===== config.mk =====
export PLATFORM = sky130hd
export DESIGN_NAME = dfmc_top
export DESIGN_NICKNAME = d
export VERILOG_FILES = /design/src/verilog/dfmc_top.v
export VERILOG_INCLUDE_DIRS = /design/src /design/src/verilog
export SDC_FILE = /design/constraint.sdc
export NUM_CORES = 1
export LEC_CHECK = 0
export ABC_AREA = 0
export BUFFER_PORTS_ARGS = -buffer_cell sky130_fd_sc_hd__clkbuf_2
export CORE_MARGIN = 10
export CORE_UTILIZATION = 60
export DETAILED_ROUTE_END_ITERATION = 10
export PLACE_DENSITY = 0.9
export REMOVE_ABC_BUFFERS = 1
export SYNTH_ARGS = -nofsm -noshare
export SYNTH_HDL_FRONTEND = slang
export SYNTH_SLANG_ARGS = --single-unit

===== constraint.sdc =====
create_clock -name ref_clk_in -period 6.05 [get_ports ref_clk_in]
set_clock_uncertainty 0.15 [all_clocks]
set_input_delay 1.21 -clock ref_clk_in [delete_from_list [all_inputs] [get_ports ref_clk_in]]
set_output_delay 1.21 -clock ref_clk_in [all_outputs]
set_load 0.005 [all_outputs]

===== src/verilog/dfmc_regs.vh =====
// register indices, field positions, codes and reset values of the misc control bank
`ifndef DFMC_REGS_VH
`define DFMC_REGS_VH
// register indices; byte address is four times the index
`define DFMC_IDX_PORT0      14'h0080
`define DFMC_IDX_DIR1       14'h0091
`define DFMC_IDX_PORT1      14'h0090
`define DFMC_IDX_ERASE_CMD  14'h0094
`define DFMC_IDX_EE_DATA    14'h009e
`define DFMC_IDX_EE_CTL     14'h009f
`define DFMC_IDX_PORT2      14'h00a0
`define DFMC_IDX_DIR2       14'h00a1
`define DFMC_IDX_DIR0       14'h00a2
`define DFMC_IDX_MEEN       14'h00b2
`define DFMC_IDX_PAGE       14'h00b7
`define DFMC_IDX_PWR_EQN    14'h2000
`define DFMC_IDX_IRQ_EN     14'h2002
`define DFMC_IDX_MISC       14'h2005
`define DFMC_IDX_ROUTE      14'h2008
`define DFMC_IDX_DISPLAY_PIN_COUNT    14'h2020
`define DFMC_IDX_STATUS     14'h2030
`define DFMC_IDX_MASK       14'h2031
// field positions
`define DFMC_PWR_EQN_LSB    5
`define DFMC_IEN_XFER_BIT   0
`define DFMC_IEN_RTC_BIT    1
`define DFMC_MISC_SUPPLY    1
`define DFMC_MISC_DECIM     4
`define DFMC_MISC_ECK_OFF   5
`define DFMC_ROUTE_VAR      2
`define DFMC_ROUTE_WATT     3
`define DFMC_ROUTE_EE       4
`define DFMC_MEEN_BIT       1
`define DFMC_PAGE_LSB       1
`define DFMC_EE_SCL_BIT     0
`define DFMC_EE_SDA_LOW_BIT 1
`define DFMC_EE_SDA_IN_BIT  7
// pin numbers
`define DFMC_NUM_PINS       22
`define DFMC_FIRST_LCD_PIN  4
`define DFMC_PIN_SCL        4
`define DFMC_PIN_SDA        5
`define DFMC_PIN_WATT       6
`define DFMC_PIN_VAR        7
`define DFMC_LCD_MAX        5'h12
// erase codes
`define DFMC_CODE_MASS      8'haa
`define DFMC_CODE_PAGE      8'h55
// status bits
`define DFMC_ST_XFER        0
`define DFMC_ST_RTC         1
`define DFMC_ST_MASS        2
`define DFMC_ST_PAGE        3
`define DFMC_ST_W           4
// reset values
`define DFMC_RST_BYTE       8'h00
`define DFMC_RST_PINS       22'h000000
`endif


===== src/verilog/dfmc_top.v =====
// pin data ports, pulse routing, eeprom pin mode, erase control and misc config over apb
//
// Notes on behaviour
// - port read returns pin level, display pins zero
// - port write changes only output pins
// - eeprom mode: pin4 clock, pin5 bidirectional data
// - emulator clock off blocks debug and mass erase; page erase is not blocked
// - power equation field selects engine equation
// - two enables gate transfer-busy and rtc interrupts
// - decimation bit picks 22 or 21 bits
// - code 0xaa starts mass erase when enabled
// - code 0x55 starts page erase; any code other than 0xaa and 0x55 is ignored
// - mass erase enable resets off, one enables
// - page number 0..127, rewritten before each erase
// - direction one means output, gpio pins only
//
// Implementation choice: register access over APB.
`timescale 1ns/100ps
`include "dfmc_regs.vh"

module dfmc_top (
  input  wire        ref_clk_in,
  input  wire        rst_in,
  input  wire        psel_in,
  input  wire        penable_in,
  input  wire        pwrite_in,
  input  wire [15:0] paddr_in,
  input  wire [31:0] pwdata_in,
  output reg  [31:0] prdata_out,
  output reg         pready_out,
  output reg         pslverr_out,
  input  wire [21:0] gp_pin_in,
  output reg  [21:0] gp_pin_out,
  output reg  [21:0] gp_pin_oe_out,
  input  wire        reactive_energy_pulse_in,
  input  wire        real_energy_pulse_in,
  input  wire        transfer_busy_irq_in,
  input  wire        rtc_irq_in,
  output reg  [2:0]  power_equation_out,
  output reg         decimation_long_out,
  output reg         supply_current_reduce_out,
  output reg         emulator_clock_enable_out,
  output reg         mpu_xfer_irq_out,
  output reg         mpu_rtc_irq_out,
  output reg         mass_erase_start_out,
  output reg         page_erase_start_out,
  output reg  [6:0]  erase_page_number_out,
  output reg         irq_out
);

  // pins handed to the display driver, counted down from pin 21
  function [21:0] lcd_mask;
    input [4:0] count;
    integer     i;
    begin
      lcd_mask = `DFMC_RST_PINS;
      for (i = `DFMC_FIRST_LCD_PIN; i < `DFMC_NUM_PINS; i = i + 1) begin
        if ((i + count) >= `DFMC_NUM_PINS)
          lcd_mask[i] = 1'b1;
      end
    end
  endfunction

  // two-flop synchroniser for the pad levels
  reg [21:0] pin_meta_r;
  reg [21:0] pin_sync_r;

  always @(posedge ref_clk_in) begin
    if (rst_in) begin
      pin_meta_r <= `DFMC_RST_PINS;
      pin_sync_r <= `DFMC_RST_PINS;
    end else begin
      pin_meta_r <= gp_pin_in;
      pin_sync_r <= pin_meta_r;
    end
  end

  // stored configuration
  reg [21:0] dir_r;
  reg [21:0] odata_r;
  reg [4:0]  lcd_cnt_r;
  reg [2:0]  pwr_eqn_r;
  reg [1:0]  irq_en_r;
  reg        supply_r;
  reg        decim_r;
  reg        eck_off_r;
  reg        var_route_r;
  reg        watt_route_r;
  reg        ee_mode_r;
  reg [7:0]  ee_data_r;
  reg [1:0]  ee_ctl_r;
  reg        meen_r;
  reg [6:0]  page_r;
  reg        page_valid_r;
  reg [3:0]  status_r;
  reg [3:0]  mask_r;

  // apb decode; unaligned or unknown addresses answer with pslverr
  wire [13:0] idx     = paddr_in[15:2];
  wire        aligned = (paddr_in[1:0] == 2'b00);
  wire        setup   = psel_in & ~penable_in;
  wire        access  = psel_in & penable_in & pready_out;
  wire        wr      = access & pwrite_in & ~pslverr_out;
  wire        rd_stat = access & ~pwrite_in & ~pslverr_out & (idx == `DFMC_IDX_STATUS);
  wire [7:0]  wbyte   = pwdata_in[7:0];
  wire [21:0] lcd     = lcd_mask(lcd_cnt_r);
  wire [21:0] pin_rd  = pin_sync_r & ~lcd;
  wire        debug_en = ~eck_off_r;

  reg        hit;
  reg [7:0]  rbyte;

  // read mux and address hit
  always @* begin
    hit   = aligned;
    rbyte = `DFMC_RST_BYTE;
    case (idx)
      `DFMC_IDX_PORT0:     rbyte = pin_rd[7:0];
      `DFMC_IDX_PORT1:     rbyte = pin_rd[15:8];
      `DFMC_IDX_PORT2:     rbyte = {2'b00, pin_rd[21:16]};
      `DFMC_IDX_DIR0:      rbyte = dir_r[7:0];
      `DFMC_IDX_DIR1:      rbyte = dir_r[15:8];
      `DFMC_IDX_DIR2:      rbyte = {2'b00, dir_r[21:16]};
      `DFMC_IDX_ERASE_CMD: rbyte = `DFMC_RST_BYTE;
      `DFMC_IDX_EE_DATA:   rbyte = ee_data_r;
      `DFMC_IDX_EE_CTL: begin
        rbyte = {6'b000000, ee_ctl_r};
        rbyte[`DFMC_EE_SDA_IN_BIT] = pin_sync_r[`DFMC_PIN_SDA];
      end
      `DFMC_IDX_MEEN:      rbyte = `DFMC_RST_BYTE; // write-only
      `DFMC_IDX_PAGE:      rbyte = `DFMC_RST_BYTE; // write-only
      `DFMC_IDX_PWR_EQN:   rbyte = {pwr_eqn_r, 5'b00000};
      `DFMC_IDX_IRQ_EN:    rbyte = {6'b000000, irq_en_r};
      `DFMC_IDX_MISC: begin
        rbyte[`DFMC_MISC_SUPPLY]  = supply_r;
        rbyte[`DFMC_MISC_DECIM]   = decim_r;
        rbyte[`DFMC_MISC_ECK_OFF] = eck_off_r;
      end
      `DFMC_IDX_ROUTE: begin
        rbyte[`DFMC_ROUTE_VAR]  = var_route_r;
        rbyte[`DFMC_ROUTE_WATT] = watt_route_r;
        rbyte[`DFMC_ROUTE_EE]   = ee_mode_r;
      end
      `DFMC_IDX_DISPLAY_PIN_COUNT:   rbyte = {3'b000, lcd_cnt_r};
      `DFMC_IDX_STATUS:    rbyte = {4'h0, status_r};
      `DFMC_IDX_MASK:      rbyte = {4'h0, mask_r};
      default:             hit = 1'b0;
    endcase
  end

  // answer is prepared in the setup cycle so every bus output is a flop
  always @(posedge ref_clk_in) begin
    if (rst_in) begin
      prdata_out  <= 32'h00000000;
      pready_out  <= 1'b0;
      pslverr_out <= 1'b0;
    end else begin
      pready_out <= setup;
      if (setup) begin
        prdata_out  <= pwrite_in ? 32'h00000000 : {24'h000000, rbyte};
        pslverr_out <= ~hit;
      end else if (access) begin
        pslverr_out <= 1'b0;
      end
    end
  end

  // port writes touch only pins that are gpio outputs
  wire [21:0] wr_ok = dir_r & ~lcd;
  reg  [21:0] odata_nxt;
  reg  [21:0] wr_bits;

  always @* begin
    wr_bits   = `DFMC_RST_PINS;
    odata_nxt = odata_r;
    if (wr && idx == `DFMC_IDX_PORT0)
      wr_bits = {14'h0000, wbyte};
    else if (wr && idx == `DFMC_IDX_PORT1)
      wr_bits = {6'h00, wbyte, 8'h00};
    else if (wr && idx == `DFMC_IDX_PORT2)
      wr_bits = {wbyte[5:0], 16'h0000};
    if (wr && (idx == `DFMC_IDX_PORT0 || idx == `DFMC_IDX_PORT1 || idx == `DFMC_IDX_PORT2))
      odata_nxt = (odata_r & ~(wr_ok & mask_of(idx))) | (wr_bits & wr_ok);
  end

  // which data bits a port index covers
  function [21:0] mask_of;
    input [13:0] i;
    begin
      case (i)
        `DFMC_IDX_PORT0: mask_of = 22'h0000ff;
        `DFMC_IDX_PORT1: mask_of = 22'h00ff00;
        `DFMC_IDX_PORT2: mask_of = 22'h3f0000;
        default:         mask_of = `DFMC_RST_PINS;
      endcase
    end
  endfunction

  // configuration register writes
  always @(posedge ref_clk_in) begin
    if (rst_in) begin
      dir_r        <= `DFMC_RST_PINS;
      odata_r      <= `DFMC_RST_PINS;
      lcd_cnt_r    <= 5'h00;
      pwr_eqn_r    <= 3'h0;
      irq_en_r     <= 2'h0;
      supply_r     <= 1'b0;
      decim_r      <= 1'b0;
      eck_off_r    <= 1'b0;
      var_route_r  <= 1'b0;
      watt_route_r <= 1'b0;
      ee_mode_r    <= 1'b0;
      ee_data_r    <= `DFMC_RST_BYTE;
      ee_ctl_r     <= 2'h0;
      mask_r       <= 4'h0;
    end else begin
      odata_r <= odata_nxt;
      if (wr) begin
        case (idx)
          `DFMC_IDX_DIR0:    dir_r[7:0]   <= wbyte;
          `DFMC_IDX_DIR1:    dir_r[15:8]  <= wbyte;
          `DFMC_IDX_DIR2:    dir_r[21:16] <= wbyte[5:0];
          `DFMC_IDX_DISPLAY_PIN_COUNT: lcd_cnt_r    <= wbyte[4:0];
          `DFMC_IDX_PWR_EQN: pwr_eqn_r    <= wbyte[7:`DFMC_PWR_EQN_LSB];
          `DFMC_IDX_IRQ_EN:  irq_en_r     <= wbyte[1:0];
          `DFMC_IDX_MISC: begin
            supply_r  <= wbyte[`DFMC_MISC_SUPPLY];
            decim_r   <= wbyte[`DFMC_MISC_DECIM];
            eck_off_r <= wbyte[`DFMC_MISC_ECK_OFF];
          end
          `DFMC_IDX_ROUTE: begin
            var_route_r  <= wbyte[`DFMC_ROUTE_VAR];
            watt_route_r <= wbyte[`DFMC_ROUTE_WATT];
            ee_mode_r    <= wbyte[`DFMC_ROUTE_EE];
          end
          `DFMC_IDX_EE_DATA: ee_data_r <= wbyte;
          `DFMC_IDX_EE_CTL:  ee_ctl_r  <= wbyte[1:0];
          `DFMC_IDX_MASK:    mask_r    <= wbyte[3:0];
          default: ;
        endcase
      end
    end
  end

  // erase control; page number is consumed by each page erase
  wire wr_cmd  = wr & (idx == `DFMC_IDX_ERASE_CMD);
  wire do_mass = wr_cmd & (wbyte == `DFMC_CODE_MASS) & meen_r & debug_en;
  wire do_page = wr_cmd & (wbyte == `DFMC_CODE_PAGE) & page_valid_r;

  always @(posedge ref_clk_in) begin
    if (rst_in) begin
      meen_r                <= 1'b0;
      page_r                <= 7'h00;
      page_valid_r          <= 1'b0;
      mass_erase_start_out  <= 1'b0;
      page_erase_start_out  <= 1'b0;
      erase_page_number_out <= 7'h00;
    end else begin
      // other codes fall through without any effect
      mass_erase_start_out <= do_mass;
      page_erase_start_out <= do_page;
      if (wr && idx == `DFMC_IDX_MEEN)
        meen_r <= wbyte[`DFMC_MEEN_BIT];
      if (wr && idx == `DFMC_IDX_PAGE) begin
        page_r       <= wbyte[7:`DFMC_PAGE_LSB];
        page_valid_r <= 1'b1;
      end else if (do_page) begin
        page_valid_r <= 1'b0;
      end
      if (do_page)
        erase_page_number_out <= page_r;
    end
  end

  // pin drive: gpio outputs, pulse routes, eeprom pins; display pins float unless eeprom mode claims pin 4 or 5
  reg [21:0] pout_nxt;
  reg [21:0] poe_nxt;

  always @* begin
    poe_nxt  = dir_r & ~lcd;
    pout_nxt = odata_r & poe_nxt;
    if (var_route_r && poe_nxt[`DFMC_PIN_VAR])
      pout_nxt[`DFMC_PIN_VAR] = reactive_energy_pulse_in;
    if (watt_route_r && poe_nxt[`DFMC_PIN_WATT])
      pout_nxt[`DFMC_PIN_WATT] = real_energy_pulse_in;
    if (ee_mode_r) begin
      // data line is open drain: only ever pulled low
      poe_nxt[`DFMC_PIN_SCL]  = 1'b1;
      pout_nxt[`DFMC_PIN_SCL] = ee_ctl_r[`DFMC_EE_SCL_BIT];
      poe_nxt[`DFMC_PIN_SDA]  = ee_ctl_r[`DFMC_EE_SDA_LOW_BIT];
      pout_nxt[`DFMC_PIN_SDA] = 1'b0;
    end
  end

  always @(posedge ref_clk_in) begin
    if (rst_in) begin
      gp_pin_out    <= `DFMC_RST_PINS;
      gp_pin_oe_out <= `DFMC_RST_PINS;
    end else begin
      gp_pin_out    <= pout_nxt;
      gp_pin_oe_out <= poe_nxt;
    end
  end

  // sticky status; clear only what the read returned so a late event survives
  wire [3:0] events = {do_page, do_mass,
                       rtc_irq_in & irq_en_r[`DFMC_IEN_RTC_BIT],
                       transfer_busy_irq_in & irq_en_r[`DFMC_IEN_XFER_BIT]};
  wire [3:0] clr    = rd_stat ? prdata_out[3:0] : 4'h0;
  wire [3:0] status_nxt = (status_r & ~clr) | events;

  always @(posedge ref_clk_in) begin
    if (rst_in) begin
      status_r                  <= 4'h0;
      irq_out                   <= 1'b0;
      mpu_xfer_irq_out          <= 1'b0;
      mpu_rtc_irq_out           <= 1'b0;
      power_equation_out        <= 3'h0;
      decimation_long_out       <= 1'b0;
      supply_current_reduce_out <= 1'b0;
      emulator_clock_enable_out <= 1'b0;
    end else begin
      status_r                  <= status_nxt;
      irq_out                   <= |(status_nxt & mask_r);
      mpu_xfer_irq_out          <= events[`DFMC_ST_XFER];
      mpu_rtc_irq_out           <= events[`DFMC_ST_RTC];
      power_equation_out        <= pwr_eqn_r;
      decimation_long_out       <= decim_r;
      supply_current_reduce_out <= supply_r;
      emulator_clock_enable_out <= debug_en;
    end
  end

endmodule


Word-level counts from Yosys, hierarchy flattened

Cells that the tools add are included.

Register bits: 227
Input port bits: 79
Output and inout bits: 96
Logic and storage cells: 195

$add $sub $neg: 18
$lt $le $gt $ge: 18
Equal/unequal tests: 20
Muxes and demuxes: 40
Bitwise gates (word level): 34
Reduce and logical (&&, ||, !) cells: 27

Operator list:

| cell                   | count |
|---|---|
| $eq A14 B8 Y1 const B  | 11 |
| $and A22 B22 Y22       | 6 |
| $ge A6 B5 Y1 const B   | 18 |
| $eq A14 B14 Y1 const B | 7 |
| $mux W22               | 4 |
| $pmux W22 S3           | 1 |
| $add A4 B5 Y6 const A  | 8 |
| $not A22 Y22           | 2 |
| $add A5 B5 Y6 const A  | 6 |
| $mux W1                | 26 |
| $add A3 B5 Y6 const A  | 4 |
| $or A22 B22 Y22        | 1 |
| $pmux W2 S11           | 1 |
| $reduce_and A2 Y1      | 11 |
| $reduce_or A18 Y1      | 1 |
| $and A1 B1 Y1          | 16 |
| $pmux W2 S7            | 1 |
| $pmux W1 S13           | 1 |
| $pmux W1 S12           | 1 |
| $pmux W1 S10           | 1 |
| $pmux W1 S9            | 1 |
| $and A4 B4 Y4          | 2 |
| $eq A8 B7 Y1 const B   | 1 |
| $eq A8 B8 Y1 const B   | 1 |
| 12 further kinds       | 25 |

Depth between registers and ports, before layout

Depth in word-level cells: 11
Gate-level depth with buffers: 9
Depth with buffers taken out: 8

Worst setup path before layout

OpenSTA, ideal clock, no wires.

Path type: input-to-reg
Start: input port paddr_in[11]
End: register prdata_out[5]
Library setup time: 0.074 ns
Arrival: 3.134 ns
Required time: 5.826 ns
Slack: 2.692 ns
Stages: 7
Path buffers: 1
Cell sequence: or4_4 buf_6 or4_4 nor4_4 a211oi_2 a311o_1 a31oi_1

Longest elaborated chain between the ends: 3
Elaborated cells between the ends (all ways): 11
Those cells by class: eq/ne (9); mux (2)

RTL lines:

| item                                                   | RTL line       | text |
|---|---|---|
| start, declared                                        | dfmc_top.v:27  | `input wire [15:0] paddr_in,` |
| $eq A14 B14 Y1 / $eq A14 B8 Y1 (equally long branches) | dfmc_top.v:117 | `case (idx)` |
| $pmux W1 S9 (*)                                        | dfmc_top.v:117 |  |
| $mux W8 (*)                                            | dfmc_top.v:160 | `prdata_out <= pwrite_in ? 32'h00000000 : {24'h000000, rbyte};` |
| end signal, assigned                                   | dfmc_top.v:160 |  |
| end, declared                                          | dfmc_top.v:29  | `output reg [31:0] prdata_out,` |

Mark *: on every way between the ends. The rest lies on a longest branch, timed or not.
A chain may end at the register's enable or synchronous reset.

Final worst setup path

Start: input port paddr_in[2]
End: register odata_r[13]

Longest elaborated chain between the ends: 7
Elaborated cells between the ends (all ways): 17
Those cells by class: eq/ne (3); mux (4); bitwise (5); reduce/logical (5)

RTL lines:

| item                 | RTL line       | text |
|---|---|---|
| $eq A14 B8 Y1        | dfmc_top.v:190 | `case (i)` |
| $pmux W22 S3         | dfmc_top.v:190 |  |
| $mux W22             | dfmc_top.v:182 | `` if (wr && (idx == `DFMC_IDX_PORT0 \|\| idx == `DFMC_IDX_PORT1 \|\| idx == `DFMC_IDX_PORT2)) `` |
| $and A22 B22 Y22     | dfmc_top.v:183 | `odata_nxt = (odata_r & ~(wr_ok & mask_of(idx))) \| (wr_bits & wr_ok);` |
| $not A22 Y22         | dfmc_top.v:183 |  |
| $and A22 B22 Y22     | dfmc_top.v:183 |  |
| $or A22 B22 Y22      | dfmc_top.v:183 |  |
| end signal, assigned | dfmc_top.v:203 | `` odata_r <= `DFMC_RST_PINS; `` |
| end signal, assigned | dfmc_top.v:217 | `odata_r <= odata_nxt;` |
| end, declared        | dfmc_top.v:80  | `reg [21:0] odata_r;` |

Parallel ways exist; a longest one is shown, timed or not. The select of a mux whose other input is x is not followed.

==> key figures <==
CTS
  – Clock sinks: 203
  – Root buffer cell: clkbuf_16
  – Post-cts hold buffer count: 0
  – CTS H-tree lvls: 1
  – Clock transition at path regs: 0.06 ns
  – TritonCTS clock tree: built
  – Clk_lat worst skew: between 0.5 and 0.6 ns
  – Postcts setup bufs: 0
  – Post_cts resized: 0
  – Cts bufs inserted: 21
  – Clock Tree Buf Depth: 3

Hold path
  – Worst Min Path Start: pin_meta_r[6]$_SDFF_PP0_
  – Hold endpoint: pin_sync_r[6]$_SDFF_PP0_
  – Min-Delay Path Depth: 1
  – Hold Crit Class: flip-flop to flip-flop

Finish
  – Layout Nets: 1,255
  – Fraction of layout cells with a size suffix above 1: around 17%
  – Most common cell after layout, fill and taps aside: dfxtp_1
  – Layout area overhead: 12.4%
  – Fill count: approximately 1.2k
  – ANT cells: 0
  – Most frequent cells in the layout: dfxtp_1 (203), clkbuf_2 (125), nand2_1 (114), nor2_1 (94), a21oi_1 (62)
  – Final core occ: around 70%

Timing
  – Tmin final: 3.90 ns
  – Tcrit/Tclk final: around 64%
  – Fmax: 0.256 GHz
  – Least-Margin Pin Slew: 1.05 ns
  – Total negative setup slack: 0 ns
  – Slew headroom: between 20 and 30%
  – Final hold viol count: 0
  – Fin. max-slew vios: 0
  – Setup Viol. Count Final: 0
  – RSZ-0062 raised after global routing: false

Global route
  – Largest net degree at the start of global routing: 82
  – Global route overflow: 0
  – Initial antenna violation count: 0
  – Gr usage total: 26.2%
  – Vias in the first global route: approximately 8.2k
  – Global-route wire length before repair: approximately 45 mm

Logic synthesis
  – Syn avg cell area: ~8.9 um2
  – Synth cell types: 80
  – Synthesis-stage register bit count: 203
  – Primary FF master, synth: dfxtp_1
  – Register area share after synthesis: approximately 43%
  – Post-Synth XOR/XNOR Area: 0.837%
  – Area share of the largest cell type after synthesis: 43.2%
  – Synth warn: 0
  – Largest area contributor in the netlist: dfxtp_1
  – Post-synth EDFFs: 0
  – Async set-reset flop share out of synthesis: 0%
  – Largest family of logic cells by synthesized area: simple AND/OR/NAND/NOR gates
  – Mux cell area share after synthesis: 5.97%
  – Area share of fa/ha/maj cells after synthesis: 3.32%
  – Synth Area in Compound Gates: 12.6%
  – Synth Area in Simple Gates: 27.6%
  – Top post-synthesis cells by area: dfxtp_1 (43%), mux2i_1 (5.8%), nand2_1 (4.5%), nor2b_1 (4.1%), nor2_1 (3.7%)
  – Post-Syn Area: 9420 um2
  – Mapped Cells: 1,061

Flow run
  – Total of max-cap violations: 0

Floorplan
  – Core Box Area: 15,300 um2
  – Cell row count: between 40 and 50
  – Starting density of the core: 61.5%
  – Die W: 145 um
  – I/O pin cnt: 175
  – Die Y: 145 um
  – Die Area: 21,100 um2

Setup path
  – WP data arrival: around 4.2 ns
  – FF-to-FF setup slack: 2.66 ns
  – Worst Path Max Fanout: 25
  – WP data required: 6.31 ns
  – Critical R2R Capture: odata_r[11]$_SDFFE_PP0P_
  – Critical Path Start Type: input port
  – CP Capture Type: flip-flop
  – Reg2reg start: lcd_cnt_r[1]$_SDFFE_PP0P_
  – R2R cell count: 8
  – Setup CP Type: input port to flip-flop

Drt
  – Remaining DRCs: 0
  – Drt wl/cell: 21.3 um
  – ANT nets after route: 0
  – Initial DRC Count: 1,140
  – Vias per cell: 6.14
  – First-pass detailed-route iteration total: 6
  – Via count: approximately 8.5k
  – Detailed Route WL: ~29 mm

Power and ir drop
  – IR drop worst, VDD: 290 uV
  – LEAKAGE: 4.32 nW
  – PwrDens: 259 nW/um2

Placed design
  – Hpwl dp: 20.8 mm
  – Port bufs: ~130
  – GP Congestion: 1.03

Run status
  – Status: complete, no violations
[cell usage after synthesis, types with 5 or more instances]
cell type	n
or3_1	7
and2_1	31
nand2b_1	15
o21ai_0	28
nand3b_1	7
inv_1	11
and3_1	16
a21oi_1	62
xnor2_1	6
or4_1	5
mux2i_1	55
nor4_1	16
a32oi_1	7
nand3_1	40
clkbuf_8	7
nor2b_1	61
clkbuf_1	48
a221oi_1	5
o21a_1	7
a211oi_1	5
nand4_1	12
ha_1	25
buf_4	24
a31oi_1	9
nand2_1	114
dfxtp_1	203
nor4b_1	7
nor2_1	94
a22oi_1	10
nor3_1	21
[worst max path at each step]
stage / startpoint / to / slack [ns] / cells after the start
2_1_floorplan: paddr_in[11] / irq_out$_SDFF_PP0_ / 2.40 / 6
3_3_place_gp: paddr_in[2] / odata_r[13]$_SDFFE_PP0P_ / 1.73 / 6
3_5_place_dp: paddr_in[2] / prdata_out[6]$_SDFFE_PP0P_ / 1.71 / 7
4_1_cts: paddr_in[2] / prdata_out[6]$_SDFFE_PP0P_ / 2.25 / 7
5_1_grt: paddr_in[2] / prdata_out[6]$_SDFFE_PP0P_ / 2.02 / 7
6_report: paddr_in[2] / odata_r[13]$_SDFFE_PP0P_ / 2.15 / 6
[report_power, final]
| part | internal, W | total (W) | switching [W] |
|---|---|---|---|
| Sequential | 0.00135 | 0.00136 | 0.00000585 |
| Clock | 0.000729 | 0.00127 | 0.000537 |
| Combinational | 0.0000346 | 0.000118 | 0.0000832 |
[cell type report]
| cell class | instances | area, um2 | area share, % |
|---|---|---|---|
| repair buffers | 135 | 701 | 6.62 |
| well taps | 211 | 264 | 2.49 |
| clock inverters | 11 | 103 | 0.969 |
| inverters | 13 | 48.8 | 0.461 |
| clock buffers | 27 | 578 | 5.46 |
| flip-flops and latches | 203 | 4060 | 38.4 |
| multi-input cells | 777 | 4830 | 45.6 |
[layer usage]
metal	up-vias	routed length [um]	GRT usage, %
li1	3865	-	-
met1	3958	11900	33.5
met2	529	12700	40.3
met3	105	3460	7.79
met4	0	1250	11.3
met5	-	0	0
[cell families (layout without fill, tap and decap cells)]
group | Yosys count | after routing
and+or+nand+nor | 483 | 483
other | 1 | 24
adders and majority gates | 25 | 25
muxes | 56 | 56
DFF | 203 | 203
AOI/OAI and AO/OA | 180 | 180
xor gates and xnor gates | 9 | 9
buffers and inverters | 104 | 186
[state kept, by name, indices dropped and copies added (netlist names), 5 cells and up]
register,cells
dir_r,22
gp_pin_oe_out,22
gp_pin_out,22
odata_r,22
pin_meta_r,22
pin_sync_r,22
ee_data_r,8
prdata_out,8
erase_page_number_out,7
page_r,7
lcd_cnt_r,5
[worst max-delay path: stages]
cell and delay, ns:
clkbuf_2 0.34, or4_1 0.97, nor4_4 0.67, nand2_1 0.39, or3_1 0.43, a21oi_1 0.14
[metrics by stage]
stage / power (W) / std cells / hold slack, ns / setup slack (ns) / cell area [um2]
final: 0.00274 / 1377 / 0.283 / 2.15 / 10600
after global routing: 0.00281 / 1377 / 0.309 / 2.02 / 10600
after CTS: 0.00274 / 1377 / 0.285 / 2.25 / 10600
after detailed placement: 0.00150 / 1339 / 0.272 / 1.71 / 9910
after global placement: 0.00150 / 1339 / 0.266 / 1.73 / 9910
after floorplan: 0.00142 / 993 / 0.264 / 2.40 / 8940
No activity file was read; power rests on OpenSTA's default activity.
